## src/uar_pkg.sv

```systemverilog
package uar_pkg;
  // ----------------------------------------------------------------------
  // Register indices on the plain register port
  // ----------------------------------------------------------------------
  localparam logic [2:0] UAR_ADDR_DATA   = 3'h0;  // Receive data, pops FIFO
  localparam logic [2:0] UAR_ADDR_STCTRL = 3'h1;  // Status and control
  localparam logic [2:0] UAR_ADDR_DIVLO  = 3'h2;  // Divisor low half
  localparam logic [2:0] UAR_ADDR_DIVHI  = 3'h3;  // Divisor high half
  localparam logic [2:0] UAR_ADDR_IRQ    = 3'h4;  // Interrupt enables
  // Status/control bit positions
  localparam int UAR_B_OVR   = 1;  // Overrun flag (ro)
  localparam int UAR_B_FRAMING_ERROR_FLAG  = 2;  // Framing error of oldest (ro)
  localparam int UAR_B_NINTH = 0;  // Ninth bit of oldest (ro)
  localparam int UAR_B_ADDR_DETECT_ENABLE = 3;  // Address detect enable
  localparam int UAR_B_RXEN  = 4;  // Receive enable
  localparam int UAR_B_NINE  = 6;  // Nine-bit receive select
  localparam int UAR_B_PORT  = 7;  // Port enable
  localparam int UAR_B_SYNC  = 5;  // Synchronous select (must be 0)
  localparam int UAR_B_PEND  = 0;  // Pending flag in irq register
  localparam int UAR_B_RIE   = 1;  // Receive irq enable
  localparam int UAR_B_PIE   = 2;  // Peripheral irq enable
  localparam int UAR_B_GIE   = 3;  // Global irq enable
  localparam int UAR_B_WIDE  = 4;  // Wide divisor select
  localparam int UAR_B_HIGH  = 5;  // High rate select
  // Oversampling and timing
  localparam int          UAR_OVS      = 16;     // Samples per bit
  localparam logic [3:0]  UAR_OVS_LAST = 4'hf;   // Last sample of a bit
  localparam logic [3:0]  UAR_HALF     = 4'h7;   // Half bit, start centre
  localparam logic [3:0]  UAR_MAJ_A    = 4'h6;   // Majority sample points
  localparam logic [3:0]  UAR_MAJ_B    = 4'h7;
  localparam logic [3:0]  UAR_MAJ_C    = 4'h8;
  localparam logic [3:0]  UAR_BITS8    = 4'h8;   // Data bits, 8-bit mode
  localparam logic [3:0]  UAR_BITS9    = 4'h9;   // Data bits, 9-bit mode
  localparam logic [1:0]  UAR_SLOW_DIV = 2'h3;   // Extra /4 when not high
  localparam logic [15:0] UAR_DIV_RST  = 16'h0000;
  // ----------------------------------------------------------------------
  // Types
  // ----------------------------------------------------------------------
  typedef enum logic [1:0] {UAR_IDLE, UAR_START, UAR_DATA, UAR_STOP}
    uar_state_t;
  typedef struct packed {
    logic       framing_error_flag;   // Framing error
    logic       ninth;  // Ninth data bit
    logic [7:0] data;   // Low data bits
  } uar_entry_t;
  typedef struct packed {
    logic [2:0] addr;
    logic [7:0] wdata;
    logic       wr;
    logic       rd;
  } uar_req_t;
endpackage

```

## src/uar_rx.sv

```systemverilog
`timescale 1ns/100ps
// Function
// - Sample line sixteen times per bit
// - Completed characters enter two-entry FIFO
// - Run only when enabled, async, port on
// - Recheck start at half bit, else abandon
// - Majority vote each data bit centre
// - Low stop sample marks framing error
// - Push character, raise pending after stop
// - Pending while enabled and FIFO nonempty
// - Interrupt needs pending and three enables
// - Data read returns and pops oldest
// - Framing error per entry, oldest shown
// - Port off clears FIFO, overrun and framing error
// - Third character sets overrun, blocks reception
// - Overrun cleared by receive or port disable
// - Nine-bit mode shifts nine, shows ninth
// - Address detect keeps only ninth-set characters in nine-bit mode
// - LSB first, low start, high stop
// - Eight-bit divisor default, sixteen when wide
// - Divisor write restarts bit-rate timer
module uar_rx
  import uar_pkg::*;
#(
  parameter int DEPTH = 2  // Receive FIFO entries
) (
  input  wire logic       ref_clk,
  input  wire logic       rstn,
  input  wire logic       serial_in_pin,  // Receive line, idles high
  input  wire uar_req_t   req,            // Register request
  output logic      [7:0] rdata,          // Read data, cycle after read
  output logic            rx_irq          // Receive interrupt request
);
  // ----------------------------------------------------------------------
  // Control registers
  // ----------------------------------------------------------------------
  logic        port_enable, next_port_enable;       // Port on
  logic        rx_enable, next_rx_enable;           // Receiver on
  logic        sync_sel, next_sync_sel;             // Sync select
  logic        nine_bit_rx_select, next_nine;       // Nine-bit mode
  logic        addr_detect_enable, next_addr_detect_enable;      // Address filter
  logic        rx_irq_enable, next_rie;             // Irq enables
  logic        periph_irq_enable, next_pie;
  logic        global_irq_enable, next_gie;
  logic        wide_divisor_select, next_wide;
  logic        high_rate_select, next_high;
  logic [7:0]  baud_divisor_low, next_divlo;
  logic [7:0]  baud_divisor_high, next_divhi;
  logic [7:0]  next_rdata;
  logic        next_rx_irq;
  // ----------------------------------------------------------------------
  // Receiver state
  // ----------------------------------------------------------------------
  uar_state_t  state, next_state;          // Bit recovery phase
  logic [15:0] bit_rate_timer, next_brt;   // Divisor counter
  logic [1:0]  prescale, next_prescale;    // Extra /4 in low rate
  logic [3:0]  sub, next_sub;              // Oversample phase
  logic [3:0]  nbits, next_nbits;          // Data bits taken
  logic [8:0]  receive_shift_reg, next_rsr;
  logic [2:0]  votes, next_votes;          // Majority samples
  logic        line_q, next_line_q;        // Previous line level
  logic        overrun_flag, next_ovr;
  uar_entry_t  fifo [DEPTH];               // Character store
  uar_entry_t  next_fifo [DEPTH];
  logic [1:0]  count, next_count;          // Entries held
  logic        active, tick, vote, pop, push;
  logic [15:0] divisor;
  uar_entry_t  fresh;
  // Majority of three samples
  function automatic logic maj3(input logic [2:0] v);
    return (v[0] & v[1]) | (v[0] & v[2]) | (v[1] & v[2]);
  endfunction
  // ----------------------------------------------------------------------
  // Register port
  // ----------------------------------------------------------------------
  // Writes, reads and the interrupt gate
  always_comb begin
    next_port_enable = port_enable;
    next_rx_enable   = rx_enable;
    next_sync_sel    = sync_sel;
    next_nine        = nine_bit_rx_select;
    next_addr_detect_enable       = addr_detect_enable;
    next_rie         = rx_irq_enable;
    next_pie         = periph_irq_enable;
    next_gie         = global_irq_enable;
    next_wide        = wide_divisor_select;
    next_high        = high_rate_select;
    next_divlo       = baud_divisor_low;
    next_divhi       = baud_divisor_high;
    next_rdata       = 8'h00;
    if (req.wr) begin
      unique case (req.addr)
        UAR_ADDR_STCTRL: begin
          next_port_enable = req.wdata[UAR_B_PORT];
          next_rx_enable   = req.wdata[UAR_B_RXEN];
          next_sync_sel    = req.wdata[UAR_B_SYNC];
          next_nine        = req.wdata[UAR_B_NINE];
          next_addr_detect_enable       = req.wdata[UAR_B_ADDR_DETECT_ENABLE];
        end
        UAR_ADDR_DIVLO: next_divlo = req.wdata;
        UAR_ADDR_DIVHI: next_divhi = req.wdata;
        UAR_ADDR_IRQ: begin
          // Pending bit is read-only, writes ignored
          next_rie  = req.wdata[UAR_B_RIE];
          next_pie  = req.wdata[UAR_B_PIE];
          next_gie  = req.wdata[UAR_B_GIE];
          next_wide = req.wdata[UAR_B_WIDE];
          next_high = req.wdata[UAR_B_HIGH];
        end
        default: ;
      endcase
    end
    if (req.rd) begin
      unique case (req.addr)
        // Oldest character
        UAR_ADDR_DATA: next_rdata = (count != 2'h0) ? fifo[0].data : 8'h00;
        UAR_ADDR_STCTRL: begin
          next_rdata[UAR_B_PORT]  = port_enable;
          next_rdata[UAR_B_RXEN]  = rx_enable;
          next_rdata[UAR_B_SYNC]  = sync_sel;
          next_rdata[UAR_B_NINE]  = nine_bit_rx_select;
          next_rdata[UAR_B_ADDR_DETECT_ENABLE] = addr_detect_enable;
          // Status of oldest unread entry
          next_rdata[UAR_B_FRAMING_ERROR_FLAG]  = (count != 2'h0) & fifo[0].framing_error_flag;
          next_rdata[UAR_B_NINTH] = (count != 2'h0) & fifo[0].ninth;
          next_rdata[UAR_B_OVR]   = overrun_flag;
        end
        UAR_ADDR_DIVLO: next_rdata = baud_divisor_low;
        UAR_ADDR_DIVHI: next_rdata = baud_divisor_high;
        UAR_ADDR_IRQ: begin
          next_rdata[UAR_B_PEND] = rx_enable & (count != 2'h0);
          next_rdata[UAR_B_RIE]  = rx_irq_enable;
          next_rdata[UAR_B_PIE]  = periph_irq_enable;
          next_rdata[UAR_B_GIE]  = global_irq_enable;
          next_rdata[UAR_B_WIDE] = wide_divisor_select;
          next_rdata[UAR_B_HIGH] = high_rate_select;
        end
        default: next_rdata = 8'h00;
      endcase
    end
    // Framing error alone never requests
    // Next enables used so the request never outlives a cleared gate
    next_rx_irq = next_rx_enable & (next_count != 2'h0) & next_rie &
                  next_pie & next_gie;
  end
  // Control registers
  always_ff @(posedge ref_clk or negedge rstn) begin
    if (!rstn) begin
      port_enable         <= 1'b0;
      rx_enable           <= 1'b0;
      sync_sel            <= 1'b0;
      nine_bit_rx_select  <= 1'b0;
      addr_detect_enable  <= 1'b0;
      rx_irq_enable       <= 1'b0;
      periph_irq_enable   <= 1'b0;
      global_irq_enable   <= 1'b0;
      wide_divisor_select <= 1'b0;
      high_rate_select    <= 1'b0;
      baud_divisor_low    <= 8'h00;
      baud_divisor_high   <= 8'h00;
      rdata               <= 8'h00;
      rx_irq              <= 1'b0;
    end else begin
      port_enable         <= next_port_enable;
      rx_enable           <= next_rx_enable;
      sync_sel            <= next_sync_sel;
      nine_bit_rx_select  <= next_nine;
      addr_detect_enable  <= next_addr_detect_enable;
      rx_irq_enable       <= next_rie;
      periph_irq_enable   <= next_pie;
      global_irq_enable   <= next_gie;
      wide_divisor_select <= next_wide;
      high_rate_select    <= next_high;
      baud_divisor_low    <= next_divlo;
      baud_divisor_high   <= next_divhi;
      rdata               <= next_rdata;
      rx_irq              <= next_rx_irq;
    end
  end
  // ----------------------------------------------------------------------
  // Bit recovery and FIFO
  // ----------------------------------------------------------------------
  // Sampling, shifting, pushing and popping
  always_comb begin
    active  = rx_enable & ~sync_sel & port_enable;
    // 8-bit divisor unless wide is selected
    divisor = wide_divisor_select ? {baud_divisor_high, baud_divisor_low}
                                  : {8'h00, baud_divisor_low};
    tick    = (bit_rate_timer == divisor) &
              (high_rate_select | (prescale == UAR_SLOW_DIV));
    next_brt      = bit_rate_timer;
    next_prescale = prescale;
    next_state    = state;
    next_sub      = sub;
    next_nbits    = nbits;
    next_rsr      = receive_shift_reg;
    next_votes    = votes;
    // Line history moves on ticks only, so an edge between ticks is kept
    next_line_q   = tick ? serial_in_pin : line_q;
    next_ovr      = overrun_flag;
    next_count    = count;
    next_fifo     = fifo;
    vote          = maj3(votes);
    push          = 1'b0;
    fresh         = '0;
    pop = req.rd & (req.addr == UAR_ADDR_DATA) & (count != 2'h0);
    // Timer restarts on divisor write
    if (req.wr & ((req.addr == UAR_ADDR_DIVLO) |
                  (req.addr == UAR_ADDR_DIVHI))) begin
      next_brt      = UAR_DIV_RST;
      next_prescale = 2'h0;
    end else if (bit_rate_timer == divisor) begin
      next_brt      = UAR_DIV_RST;
      next_prescale = prescale + 2'h1;
    end else begin
      next_brt = bit_rate_timer + 16'h0001;
    end
    // Sixteen oversample ticks per bit
    if (active & tick) begin
      unique case (state)
        UAR_IDLE: begin
          // Falling edge, low start bit expected
          if (line_q & ~serial_in_pin & ~overrun_flag) begin
            next_state = UAR_START;
            next_sub   = 4'h0;
          end
        end
        UAR_START: begin
          next_sub = sub + 4'h1;
          if (sub == UAR_HALF && serial_in_pin) begin
            // Abandon silently if line went back high
            next_state = UAR_IDLE;
          end else if (sub == UAR_OVS_LAST) begin
            // End of start bit, phase wraps to the first data bit
            next_state = UAR_DATA;
            next_nbits = 4'h0;
          end
        end
        UAR_DATA, UAR_STOP: begin
          next_sub = sub + 4'h1;
          if (sub == UAR_MAJ_A) next_votes[0] = serial_in_pin;
          if (sub == UAR_MAJ_B) next_votes[1] = serial_in_pin;
          if (sub == UAR_MAJ_C) next_votes[2] = serial_in_pin;
          if (sub == UAR_OVS_LAST) begin
            // Bit end reached at wrap, majority decided
            if (state == UAR_DATA) begin
              // LSB first into top of shifter
              if (nine_bit_rx_select)
                next_rsr = {vote, receive_shift_reg[8:1]};
              else
                next_rsr = {1'b0, vote, receive_shift_reg[7:1]};
              next_nbits = nbits + 4'h1;
              if (next_nbits == (nine_bit_rx_select ? UAR_BITS9
                                                    : UAR_BITS8))
                next_state = UAR_STOP;
            end else begin
              // Stop sample, low is framing error
              fresh.framing_error_flag  = ~vote;
              fresh.ninth = nine_bit_rx_select & receive_shift_reg[8];
              fresh.data  = receive_shift_reg[7:0];
              // Address filter
              push = ~(addr_detect_enable & nine_bit_rx_select &
                       ~fresh.ninth);
              next_state = UAR_IDLE;
            end
          end
        end
      endcase
    end
    if (pop) begin
      next_fifo[0] = fifo[1];
      next_count   = count - 2'h1;
    end
    if (push) begin
      // Full FIFO: overrun, stored characters kept
      if (count == 2'(DEPTH) && !pop) begin
        next_ovr = 1'b1;
      end else begin
        // Enter the two-entry FIFO, pending follows
        next_fifo[next_count[0]] = fresh;
        next_count = next_count + 2'h1;
      end
    end
    // Receive disable clears overrun
    if (!rx_enable) next_ovr = 1'b0;
    if (!rx_enable | sync_sel) next_state = UAR_IDLE;
    // Port off empties FIFO, clears overrun and idles, framing_error_flag included
    if (!port_enable) begin
      next_ovr   = 1'b0;
      next_count = 2'h0;
      next_state = UAR_IDLE;
    end
  end
  // Receiver registers
  always_ff @(posedge ref_clk or negedge rstn) begin
    if (!rstn) begin
      state             <= UAR_IDLE;
      bit_rate_timer    <= UAR_DIV_RST;
      prescale          <= 2'h0;
      sub               <= 4'h0;
      nbits             <= 4'h0;
      receive_shift_reg <= 9'h000;
      votes             <= 3'h7;
      line_q            <= 1'b1;
      overrun_flag      <= 1'b0;
      count             <= 2'h0;
      for (int i = 0; i < DEPTH; i++) fifo[i] <= '0;
    end else begin
      state             <= next_state;
      bit_rate_timer    <= next_brt;
      prescale          <= next_prescale;
      sub               <= next_sub;
      nbits             <= next_nbits;
      receive_shift_reg <= next_rsr;
      votes             <= next_votes;
      line_q            <= next_line_q;
      overrun_flag      <= next_ovr;
      count             <= next_count;
      fifo              <= next_fifo;
    end
  end
  // ----------------------------------------------------------------------
  // Checks
  // ----------------------------------------------------------------------
  a_irq_gate: assert property (@(posedge ref_clk) disable iff (!rstn)
    rx_irq |-> global_irq_enable && count != 2'h0)
    else $error("irq without enable or data");
  a_overrun_block: assert property (@(posedge ref_clk) disable iff (!rstn)
    overrun_flag && rx_enable && port_enable |=> $stable(count) || $fell(count) || count < $past(count))
    else $error("FIFO grew during overrun");
  a_count_bound: assert property (@(posedge ref_clk) disable iff (!rstn)
    count <= 2'(DEPTH))
    else $error("FIFO count past depth");
  a_port_clear: assert property (@(posedge ref_clk) disable iff (!rstn)
    !port_enable |=> count == 2'h0 && !overrun_flag)
    else $error("port off did not clear");
  a_ovr_clear: assert property (@(posedge ref_clk) disable iff (!rstn)
    !rx_enable |=> !overrun_flag)
    else $error("overrun survived disable");
  a_start_abort: assert property (@(posedge ref_clk) disable iff (!rstn)
    state == UAR_START && tick && active && sub == UAR_HALF &&
    serial_in_pin |=> state == UAR_IDLE)
    else $error("false start not abandoned");
  a_pop_read: assert property (@(posedge ref_clk) disable iff (!rstn)
    pop && !push && port_enable |=> count == $past(count) - 2'h1)
    else $error("read did not pop");
  a_idle_off: assert property (@(posedge ref_clk) disable iff (!rstn)
    !active |=> state == UAR_IDLE || $past(rx_enable && !sync_sel && port_enable))
    else $error("receiver ran while disabled");
  c_push: cover property (@(posedge ref_clk) push && count == 2'h0);
  c_full: cover property (@(posedge ref_clk) count == 2'(DEPTH));
  c_ovr:  cover property (@(posedge ref_clk) $rose(overrun_flag));
  c_framing_error_flag: cover property (@(posedge ref_clk) push && fresh.framing_error_flag);
endmodule

```

## config.mk

```make
export PLATFORM = sky130hd
export DESIGN_NAME = uar_rx
export DESIGN_NICKNAME = d
export VERILOG_FILES = /design/src/uar_pkg.sv /design/src/uar_rx.sv
export SDC_FILE = /design/constraint.sdc
export NUM_CORES = 1
export LEC_CHECK = 0
export ABC_CLOCK_PERIOD_IN_PS = 2420
export BUFFER_PORTS_ARGS = -buffer_cell sky130_fd_sc_hd__buf_2
export CAP_MARGIN = 20
export CORE_ASPECT_RATIO = 2
export CORE_MARGIN = 2
export CORE_UTILIZATION = 30
export CTS_BUF_LIST = sky130_fd_sc_hd__clkbuf_16
export DETAILED_ROUTE_END_ITERATION = 10
export GPL_ROUTABILITY_DRIVEN = 0
export PLACE_DENSITY_LB_ADDON = 0.25
export SLEW_MARGIN = 20
export SYNTH_ARGS = -nofsm -noshare
export SYNTH_HDL_FRONTEND = slang
export SYNTH_SLANG_ARGS = --single-unit
```

## constraint.sdc

```tcl
create_clock -name ref_clk -period 2.42 [get_ports ref_clk]
set_input_delay 0.484 -clock ref_clk [delete_from_list [all_inputs] [get_ports ref_clk]]
set_output_delay 0.484 -clock ref_clk [all_outputs]
set_load 0.005 [all_outputs]
```

==> run metrics, run 1 <==
status completed; worst-skew pair later-pin latency 0.36 ns; Syn Inst Count approximately 480; non-filler cells, final 767; layout cells sized above 1 33.2%; total number of vias a little under 4000; post-synthesis sequential area ratio 48.0%; Pre-Repair DR Iteration Count 4; antenna cells 0; DIE WIDTH slightly below 100 um; crit-path max FO 9; HPWL after DPL 11300 um; Final Cycle Share 99.7%; Initial Util 30.7%; Max VDD drop 0.000343 V; Distinct cells, synth 54; Hold Crit Class in -> async; WL per Instance 19.0 um; RSZ-0062 raised after global routing yes; asr flop ratio synth 100%; critical path capture point type register; P&R area growth vs syn 25.4%; 1st-iter DRT viols 175; Rows 67; reg2reg path depth 7; Setup CP Type reg -> reg; crit path DAT roughly 2.7 ns; Worst-path clk slew around 0.070 ns; Layout fillers ~1600; TritonCTS clock tree built; Root Driver clkbuf_16; first-pass GRT wire length about 23000 um; Remaining DRCs 0; post-layout power roughly 0.0041 W; Post-synth EDFFs 0; largest net degree at the start of global routing 41; worst clock skew 0.00823 ns; Slew @ Worst Pin around 0.55 ns; Top FF cell, synth dfrtp_1; CTS buffer count 9; DRT Wirelength 14500 um; startpoint types register; MaxCap Viol Count 0; Buffers on Ports 24; Lkg Pwr between 2 and 3 nW; total track usage 16.3%; Vias per Instance 5.13; initial antenna violation count 0; syn avg cell area 10.9 um2; fin crit period about 2.4 ns; nets 586; Seq cells post-synth about 100; CTS Buffer Depth 2; vias in the first global route 4258; Post-DRT Antenna Nets 0; setup_tns 0 ns; Die ar. between 15000 and 20000 um2; Required @ worst endpoint 2.66 ns; endpoints failing hold 0; Sink Count 99; chip height 190 um; core box area 16800 um2; post-synth net total 504; max-slew violation count 0; grt total ovfl 0; fmax 0.414 GHz; setup violators final 0; Cell Area, Synth roughly 5200 um2; I/O pin count 25; yosys warns 0; PD cells approximately 640 nW/um2; Inst Count DP 748; H-Tree Depth 3; Slew HR 63.5%
-- synth_stat cells (3+ instances only) --
cell type | count | area share [%]
dfrtp_1 | 95 | 46
nor2_1 | 49 | 3.6
mux2_2 | 44 | 9.6
mux2i_1 | 35 | 6.8
nand3_1 | 24 | 2.3
inv_1 | 22 | 1.6
nand2_1 | 19 | 1.4
xor2_1 | 16 | 2.7
xnor2_1 | 15 | 2.5
clkbuf_1 | 14 | 1.0
a21oi_1 | 12 | 1.2
ha_1 | 12 | 2.9
and3_1 | 10 | 1.2
o21ai_0 | 9 | 0.87
a22oi_1 | 7 | 1.0
nand4_1 | 7 | 0.85
nor3_1 | 7 | 0.68
nor2b_1 | 6 | 0.73
nor4_1 | 6 | 0.73
a221oi_1 | 5 | 0.85
buf_2 | 5 | 0.48
o41ai_1 | 5 | 0.85
a22o_1 | 4 | 0.68
dfstp_2 | 4 | 2.0
nand2b_1 | 3 | 0.36
nor3b_1 | 3 | 0.44
or2_2 | 3 | 0.36
-- cell usage in the layout, fill, tap and decap left out, drive strengths merged, types with 3 or more instances in the layout --
cell type	instances
a21oi	12
a221oi	5
a22o	4
a22oi	7
and3	10
buf	91
clkbuf	9
dfrtp	95
dfstp	4
ha	12
inv	23
mux2	45
mux2i	35
nand2	19
nand2b	3
nand3	24
nand4	7
nor2	49
nor2b	6
nor3	7
nor3b	3
nor4	9
o21ai	10
o41ai	5
or2	3
xnor2	15
xor2	16
-- repair_timing --
action / in CTS / in global routing
pin swaps: 0 / 7
hold buffers: 0 / 0
buffers inserted: 0 / 6
resized for setup: 6 / 29
endpoints found under the setup margin: 24 / 45
-- layer usage --
metal	vias to the layer above	GRT usage [%]	wire length (um)
met1	1979	15.0	4940
met2	64	33.6	8810
met5	-	0	0
met3	24	2.24	283
met4	0	8.07	508
li1	1864	-	-
-- report_power, final --
| group | internal [W] | switching, W |
|---|---|---|
| Combinational | 0.000381 | 0.000383 |
| Clock | 0.000779 | 0.000614 |
| Sequential | 0.00181 | 0.000168 |
| Total | 0.00297 | 0.00116 |
-- final timing paths --
path	from	end	slack [ns]
min reg2reg	receive_shift_reg[0]	receive_shift_reg[0]	0.51
min	rstn	rx_irq	0.11
max	baud_divisor_low[0]	receive_shift_reg[2]	0.007
min in group ref_clk	req[2]	baud_divisor_low[0]	0.38
max in group asynchronous	rstn	asynchronous set/reset pin	1.62
max reg2reg	baud_divisor_low[0]	receive_shift_reg[2]	0.007
-- logic make-up after synthesis --
family,synth area share [%]
and+or+nand+nor,15.6
xor gates and xnor gates,5.25
AOI/OAI and AO/OA,8.45
muxes,16.6
buffers and inverters,3.17
adders and majority gates,2.91
DFF,48.0
-- through the flow --
step,utilization (%),setup WS (ns),hold slack [ns],instance area (um2)
3_3_place_gp,35.5,-0.00344,0.495,5980
4_1_cts,37.3,0.00336,0.128,6280
6_report,38.5,0.00740,0.110,6480
3_5_place_dp,35.5,-0.124,0.503,5980
5_1_grt,38.5,-0.0819,0.154,6480
2_1_floorplan,-,-0.0163,0.188,5170
-- final cells by class --
| class | count | area [um2] | share of cell area (%) |
|---|---|---|---|
| Multi-Input combinational cell | 335 | 2700 | 41.6 |
| Sequential cell | 99 | 2490 | 38.4 |
| Timing Repair Buffer | 91 | 683 | 10.5 |
| Tap cell | 207 | 259 | 4.00 |
| Clock buffer | 9 | 225 | 3.47 |
| Inverter | 22 | 82.6 | 1.27 |
| Clock inverter | 4 | 46.3 | 0.714 |
-- critical path, stage by stage (launching register included) --
cell and delay, ns:
dfrtp_1 0.43, xor2_1 0.19, nor4_2 0.32, o211ai_2 0.14
or3_4 0.42, nor4_4 0.28, buf_6 0.18, mux2_2 0.34
(Power assumes the default switching activity.)
==> run 2: changes to the inputs <==
CORE_MARGIN = 5   (was 2)
==> run metrics, run 2 (synthesis gave the netlist of run 1 again) <==
Setup CP Type reg -> reg; Hold Crit Class in -> async; TritonCTS clock tree built; Max VDD drop 0.000321 V (-6.3%); Buffers on Ports 24 (unchanged); slowest CP cell or3_4; startpoint types register; antenna cells 0 (unchanged); total number of vias 3862 (-1.8%); total track usage 13.8% (-2.5 points); critical path capture point type register; post-layout power 0.00420 W (+1.4%); reg2reg path depth 7 (unchanged); Worst-path clk slew 0.07 ns (about the same); Layout fillers 1712 (+5.2%); PD cells 659 nW/um2 (+3.2%); Pre-Repair DR Iteration Count 4 (unchanged); Slew @ Worst Pin 0.525 ns (-0.0231 ns); final hold slack 0.110 ns (+0.000144 ns); Die ar. 20100 um2 (+9.6%); Largest stage delay, worst path 0.42 ns (about the same); initial antenna violation count 0 (unchanged); CTS Buffer Depth 2 (unchanged); most frequent cells in the layout dfrtp_1, buf_4, nor2_1, mux2_2, mux2i_1; fmax 0.428 GHz (+3.2%); Required @ worst endpoint 2.64 ns (-0.02 ns); Final Cycle Share 96.6% (-3.1 points); crit path cell chain nor4bb_1, a22oi_1, a22o_1, or3_4, nor4_4, buf_4, mux2_2; CP top delay family simple AND/OR/NAND/NOR gates; max-slew violation count 0 (unchanged); CTS buffer count 9 (unchanged); setup violators final 0 (unchanged); core box area 17100 um2 (+1.5%); DIE WIDTH 103 um (+6.2%); largest net degree at the start of global routing 43 (+4.9%); DRT Wirelength 13100 um (-9.6%); nets 581 (-0.85%); Remaining DRCs 0 (unchanged); worst-skew pair later-pin latency 0.34 ns (-0.02 ns); Slew HR 65.0% (+1.5 points); grt total ovfl 0 (unchanged); Rows 68 (+1.5%); P&R area growth vs syn 23.3%; Buf/Inv on CP 1 (unchanged); Initial Util 30.2% (-0.45 points); Sink Count 99 (unchanged); vias in the first global route 4021 (-5.6%); crit path DAT 2.56 ns (-0.09 ns); reg2reg start baud_divisor_high[0]; worst clock skew 0.00990 ns (+0.00167 ns); WL per Instance 17.1 um (-9.6%); most common cell after layout, fill and taps aside dfrtp_1; I/O pin count 25 (unchanged); 1st-iter DRT viols 158 (-9.7%); Final Core Density 37.3% (-1.2 points); reg2reg setup slack 0.08 ns (+0.08 ns); Post-DRT Antenna Nets 0 (unchanged); Vias per Instance 5.04 (-1.8%); H-Tree Depth 3 (unchanged); HPWL after DPL 9820 um (-13%); Root Driver clkbuf_16; chip height 196 um (+3.2%); Lkg Pwr 2.90 nW (-0.53%); endpoints failing hold 0 (unchanged); status completed; RSZ-0062 raised after global routing no; first-pass GRT wire length 21700 um (-6.1%); fin crit period 2.34 ns (-0.0758 ns); MaxCap Viol Count 0 (unchanged); layout cells sized above 1 30.9% (-2.3 points); RR Endpoint receive_shift_reg[0]; crit-path max FO 5 (-4)
-- run 2: cell count changes in the layout (fill, tap and decap cells not counted), moves of 3 or more --
cell / previous run / this run
buf_4: 62 / 56
ha_1: 9 / 12
nand3_1: 20 / 23
nand3_2: 4 / 1
-- run 2: layout make-up --
cell class / count / area [um2] / area share (%)
clock buffer: 9 / 225 / 3.53
clock inverter: 6 / 82.6 / 1.30
inverter: 22 / 82.6 / 1.30
multi-input combinational: 335 / 2590 / 40.6
sequential: 99 / 2490 / 39.1
tap: 210 / 263 / 4.12
timing repair buffer: 86 / 641 / 10.1
-- run 2: worst register-to-register path, cell delays in order (launching register included) --
cell      delay (ns)
dfrtp_2         0.41
nor4bb_1        0.29
a22oi_1         0.10
a22o_1          0.26
or3_4           0.43
nor4_4          0.21
buf_4           0.20
mux2_2          0.32
-- run 2: timing repair --
action,in CTS,in global routing
pin swaps,0,6
cloned,0,1
gates resized for setup,3,18
hold buffers,0,0
setup endpoints to repair,9,40
buffers inserted,0,2
-- run 2: worst max path at each step --
stage	end	cells after the start	slack (ns)	startpoint
after floorplan	receive_shift_reg[0]	6	-0.02	bit_rate_timer[1]
after global placement	receive_shift_reg[1]	7	0.03	baud_divisor_low[1]
after detailed placement	receive_shift_reg[2]	7	0.003	wide_divisor_select
after CTS	votes[2]	7	0.009	baud_divisor_low[6]
after global routing	register	10	0.008	sub[0]
final	receive_shift_reg[0]	7	0.08	baud_divisor_high[0]
-- run 2: per-layer routing --
metal  vias to the layer above  GRT usage [%]  wire, um  part of all wire (%)
li1                       1854              -         -                     -
met1                      1935           20.4      6430                    49
met2                        64           20.8      6130                    47
met3                         9           2.43       408                   3.1
met4                         0           3.60       178                   1.4
met5                         -              0         0                     0
-- run 2: stage by stage --
stage	TNS (ns)	instances	worst slack [ns]	cell area [um2]
finish	0	767	0.0832	6370
global route	0	767	0.00837	6370
CTS	0	764	0.00906	6280
detailed placement	0	749	0.00346	5960
global placement	0	749	0.0301	5960
floorplan	-0.130	476	-0.0163	5170
-- run 2: where the power goes --
| group | internal (W) | switching [W] | leakage (nW) |
|---|---|---|---|
| combinational | 0.000364 | 0.000352 | 1.51 |
| clock | 0.000894 | 0.000627 | 0.146 |
| sequential | 0.00181 | 0.000147 | 1.25 |
| total | 0.00307 | 0.00113 | 2.90 |
==> run 3: changes to the inputs <==
--- a/config.mk
+++ b/config.mk
@@ -6,4 +6,5 @@
 export NUM_CORES = 1
 export LEC_CHECK = 0
+export ABC_AREA = 1
 export ABC_CLOCK_PERIOD_IN_PS = 2420
 export BUFFER_PORTS_ARGS = -buffer_cell sky130_fd_sc_hd__buf_2
@@ -16,5 +17,5 @@
 export GPL_ROUTABILITY_DRIVEN = 0
 export PLACE_DENSITY_LB_ADDON = 0.25
-export SLEW_MARGIN = 20
+export SLEW_MARGIN = 5
 export SYNTH_ARGS = -nofsm -noshare
 export SYNTH_HDL_FRONTEND = slang
==> constraint.sdc (replaced) <==
create_clock -name ref_clk -period 2.42 [get_ports ref_clk]
set_input_delay 0.484 -clock ref_clk [delete_from_list [all_inputs] [get_ports ref_clk]]
set_output_delay 0.484 -clock ref_clk [all_outputs]
set_load 0.02 [all_outputs]
==> run metrics, run 3 <==
Post-synth top cells nand2_1, dfrtp_1, inv_1; endpoints failing hold 0 (unchanged); antenna cells 0 (unchanged); Pre-Repair DR Iteration Count 6 (+2); WL per Instance 15.3 um (-11%); setup_tns 0 ns (unchanged); fmax 0.451 GHz (+5.3%); Initial Util 30.4% (+0.22 points); yosys warns 0 (unchanged); setup violators final 0 (unchanged); grt total ovfl 0 (unchanged); Slew @ Worst Pin 0.466 ns (-0.0583 ns); HPWL after DPL 11700 um (+19%); Root Driver clkbuf_16; critical path capture point type register; initial antenna violation count 0 (unchanged); Buffers on Ports 24 (unchanged); status completed; first-pass GRT wire length 23900 um (+10%); PD cells 679 nW/um2 (+3.1%); Lkg Pwr 3.14 nW (+8.2%); syn avg cell area 7.73 um2 (-29%); asr flop ratio synth 100% (unchanged); vias in the first global route 4582 (+14%); Top FF cell, synth dfrtp_1; Syn Inst Count 680 (+43%); Post-synth EDFFs 0 (unchanged); count leader, synth nand2_1; core box area 17300 um2 (+1.0%); crit path cell chain ha_1, inv_1, nor3_4, nand3_4, nor2_4, nand4_1, nand2_1, nand3_1, a21oi_1, buf_4; max-slew violation count 0 (unchanged); Largest stage delay, worst path 0.42 ns (about the same); fin crit period 2.22 ns (-0.119 ns); slowest CP cell dfrtp_1; crit-path max FO 5 (unchanged); CP top delay family simple AND/OR/NAND/NOR gates; Post-DRT Antenna Nets 0 (unchanged); RSZ-0062 raised after global routing no; Final Cycle Share 91.7% (-4.9 points); Slew HR 68.6% (+3.6 points); Post-CTS Repair Setup Buffers 0 (unchanged); most common cell after layout, fill and taps aside nand2_1; Sink Count 99 (unchanged); DIE WIDTH 104 um (+0.78%); post-synth top area share 45.2% (-0.79 points); Setup CP Type reg -> reg; worst-skew pair later-pin latency 0.36 ns (+0.02 ns); chip height 197 um (+0.82%); Remaining DRCs 0 (unchanged); total number of vias 4404 (+14%); total track usage 15.0% (+1.2 points); startpoint types register; layout cells sized above 1 12.3% (-19 points); post-synthesis sequential area ratio 47.2% (-0.82 points); Required @ worst endpoint 2.72 ns (+0.08 ns); Cell Area, Synth 5260 um2 (+1.7%); Buf/Inv on CP 2 (+1); Rows 68 (unchanged); CTS Buffer Depth 2 (unchanged); 1st-iter DRT viols 203 (+28%); Vias per Instance 4.68 (-7.1%); Max VDD drop 0.000332 V (+3.2%); post-synth net total 708 (+40%); Distinct cells, synth 40 (-26%); P&R area growth vs syn 15.5%; CTS buffer count 9 (unchanged); DRT Wirelength 14400 um (+9.7%); worst clock skew 0.0108 ns (+0.000945 ns); TritonCTS clock tree built; H-Tree Depth 3 (unchanged); final hold slack 0.0434 ns (-0.0668 ns); Hold Crit Class in -> async; largest net degree at the start of global routing 42 (-2.3%); cell taking the most area after synthesis dfrtp_1; Seq cells post-synth 99 (unchanged); crit path DAT 2.52 ns (-0.04 ns); synth top area cells dfrtp_1, nand2_1, inv_1, nand3_1, o21ai_0; I/O pin count 25 (unchanged); nets 754 (+30%); Worst-path clk slew 0.07 ns (about the same); Die ar. 20400 um2 (+1.6%); most frequent cells in the layout nand2_1, dfrtp_1, inv_1, nor2_1, nand3_1; MaxCap Viol Count 0 (unchanged)
==> run 3: cell count changes after synthesis, sizes merged, moves of 7 or more <==
cell    delta
nor4       -7
mux2i     -35
a21oi      +7
clkbuf    -10
o21ai     +47
xnor2     -11
a22oi      -7
nand2    +205
nor2       +8
mux2      -45
inv       +71
nand3     +33
and3      -10
==> run 3: where the power goes <==
group | total, W | switching (W) | internal [W]
clock network | 0.00146 | 0.000664 | 0.000801
registers | 0.00200 | 0.000193 | 0.00181
logic | 0.000658 | 0.000410 | 0.000248
total | 0.00412 | 0.00127 | 0.00286
==> run 3: area by class of cell <==
class | instances | area, um2
Clock buffer | 9 | 225
Clock inverter | 7 | 67.6
Fill cell | 1839 | 11200
Inverter | 94 | 355
Multi-Input combinational cell | 475 | 2350
Sequential cell | 99 | 2490
Tap cell | 210 | 263
Timing Repair Buffer | 47 | 320
==> run 3: final timing paths <==
check / startpoint / slack [ns] / cells after the start / end
max: sub[0] / 0.20 / 10 / rx_irq
min: rstn / 0.04 / 1 / sub[2]
max reg2reg: sub[0] / 0.20 / 10 / rx_irq
min reg2reg: register / 0.47 / 2 / register
max in group asynchronous: rstn / 1.78 / 2 / line_q
min in group ref_clk: req[2] / 0.41 / 3 / baud_divisor_high[0]
==> run 3: repair_timing <==
action / in CTS / in global routing
hold buffers: 0 / 0
setup endpoints to repair: 0 / 42
resized for setup: 0 / 4
==> run 3: logic make-up after synthesis <==
kind of cell               synth area share, %
AOI/OAI and AO/OA                         9.85
xor gates and xnor gates                  2.33
adders and majority gates                 3.05
buffers and inverters                     8.26
DFF                                       47.2
and+or+nand+nor                           29.3
==> run 3: per-layer routing <==
| metal | wire, um | global-route usage (%) | up-vias |
|---|---|---|---|
| li1 | - | - | 2261 |
| met1 | 4870 | 13.6 | 2025 |
| met2 | 8230 | 28.8 | 78 |
| met3 | 270 | 2.22 | 40 |
| met4 | 1060 | 11.9 | 0 |
| met5 | 0 | 0 | - |
==> run 3: stage by stage <==
step	setup WS (ns)	util (%)	std cells	instance area [um2]	total power [W]
final	0.202	35.1	941	6070	0.00412
after global routing	0.0180	35.1	941	6070	0.00436
after CTS	0.0238	35.1	941	6050	0.00418
after detailed placement	0.0537	33.4	925	5760	0.00270
after global placement	0.0377	33.4	925	5760	0.00269
after floorplan	0.588	-	680	5260	0.00240
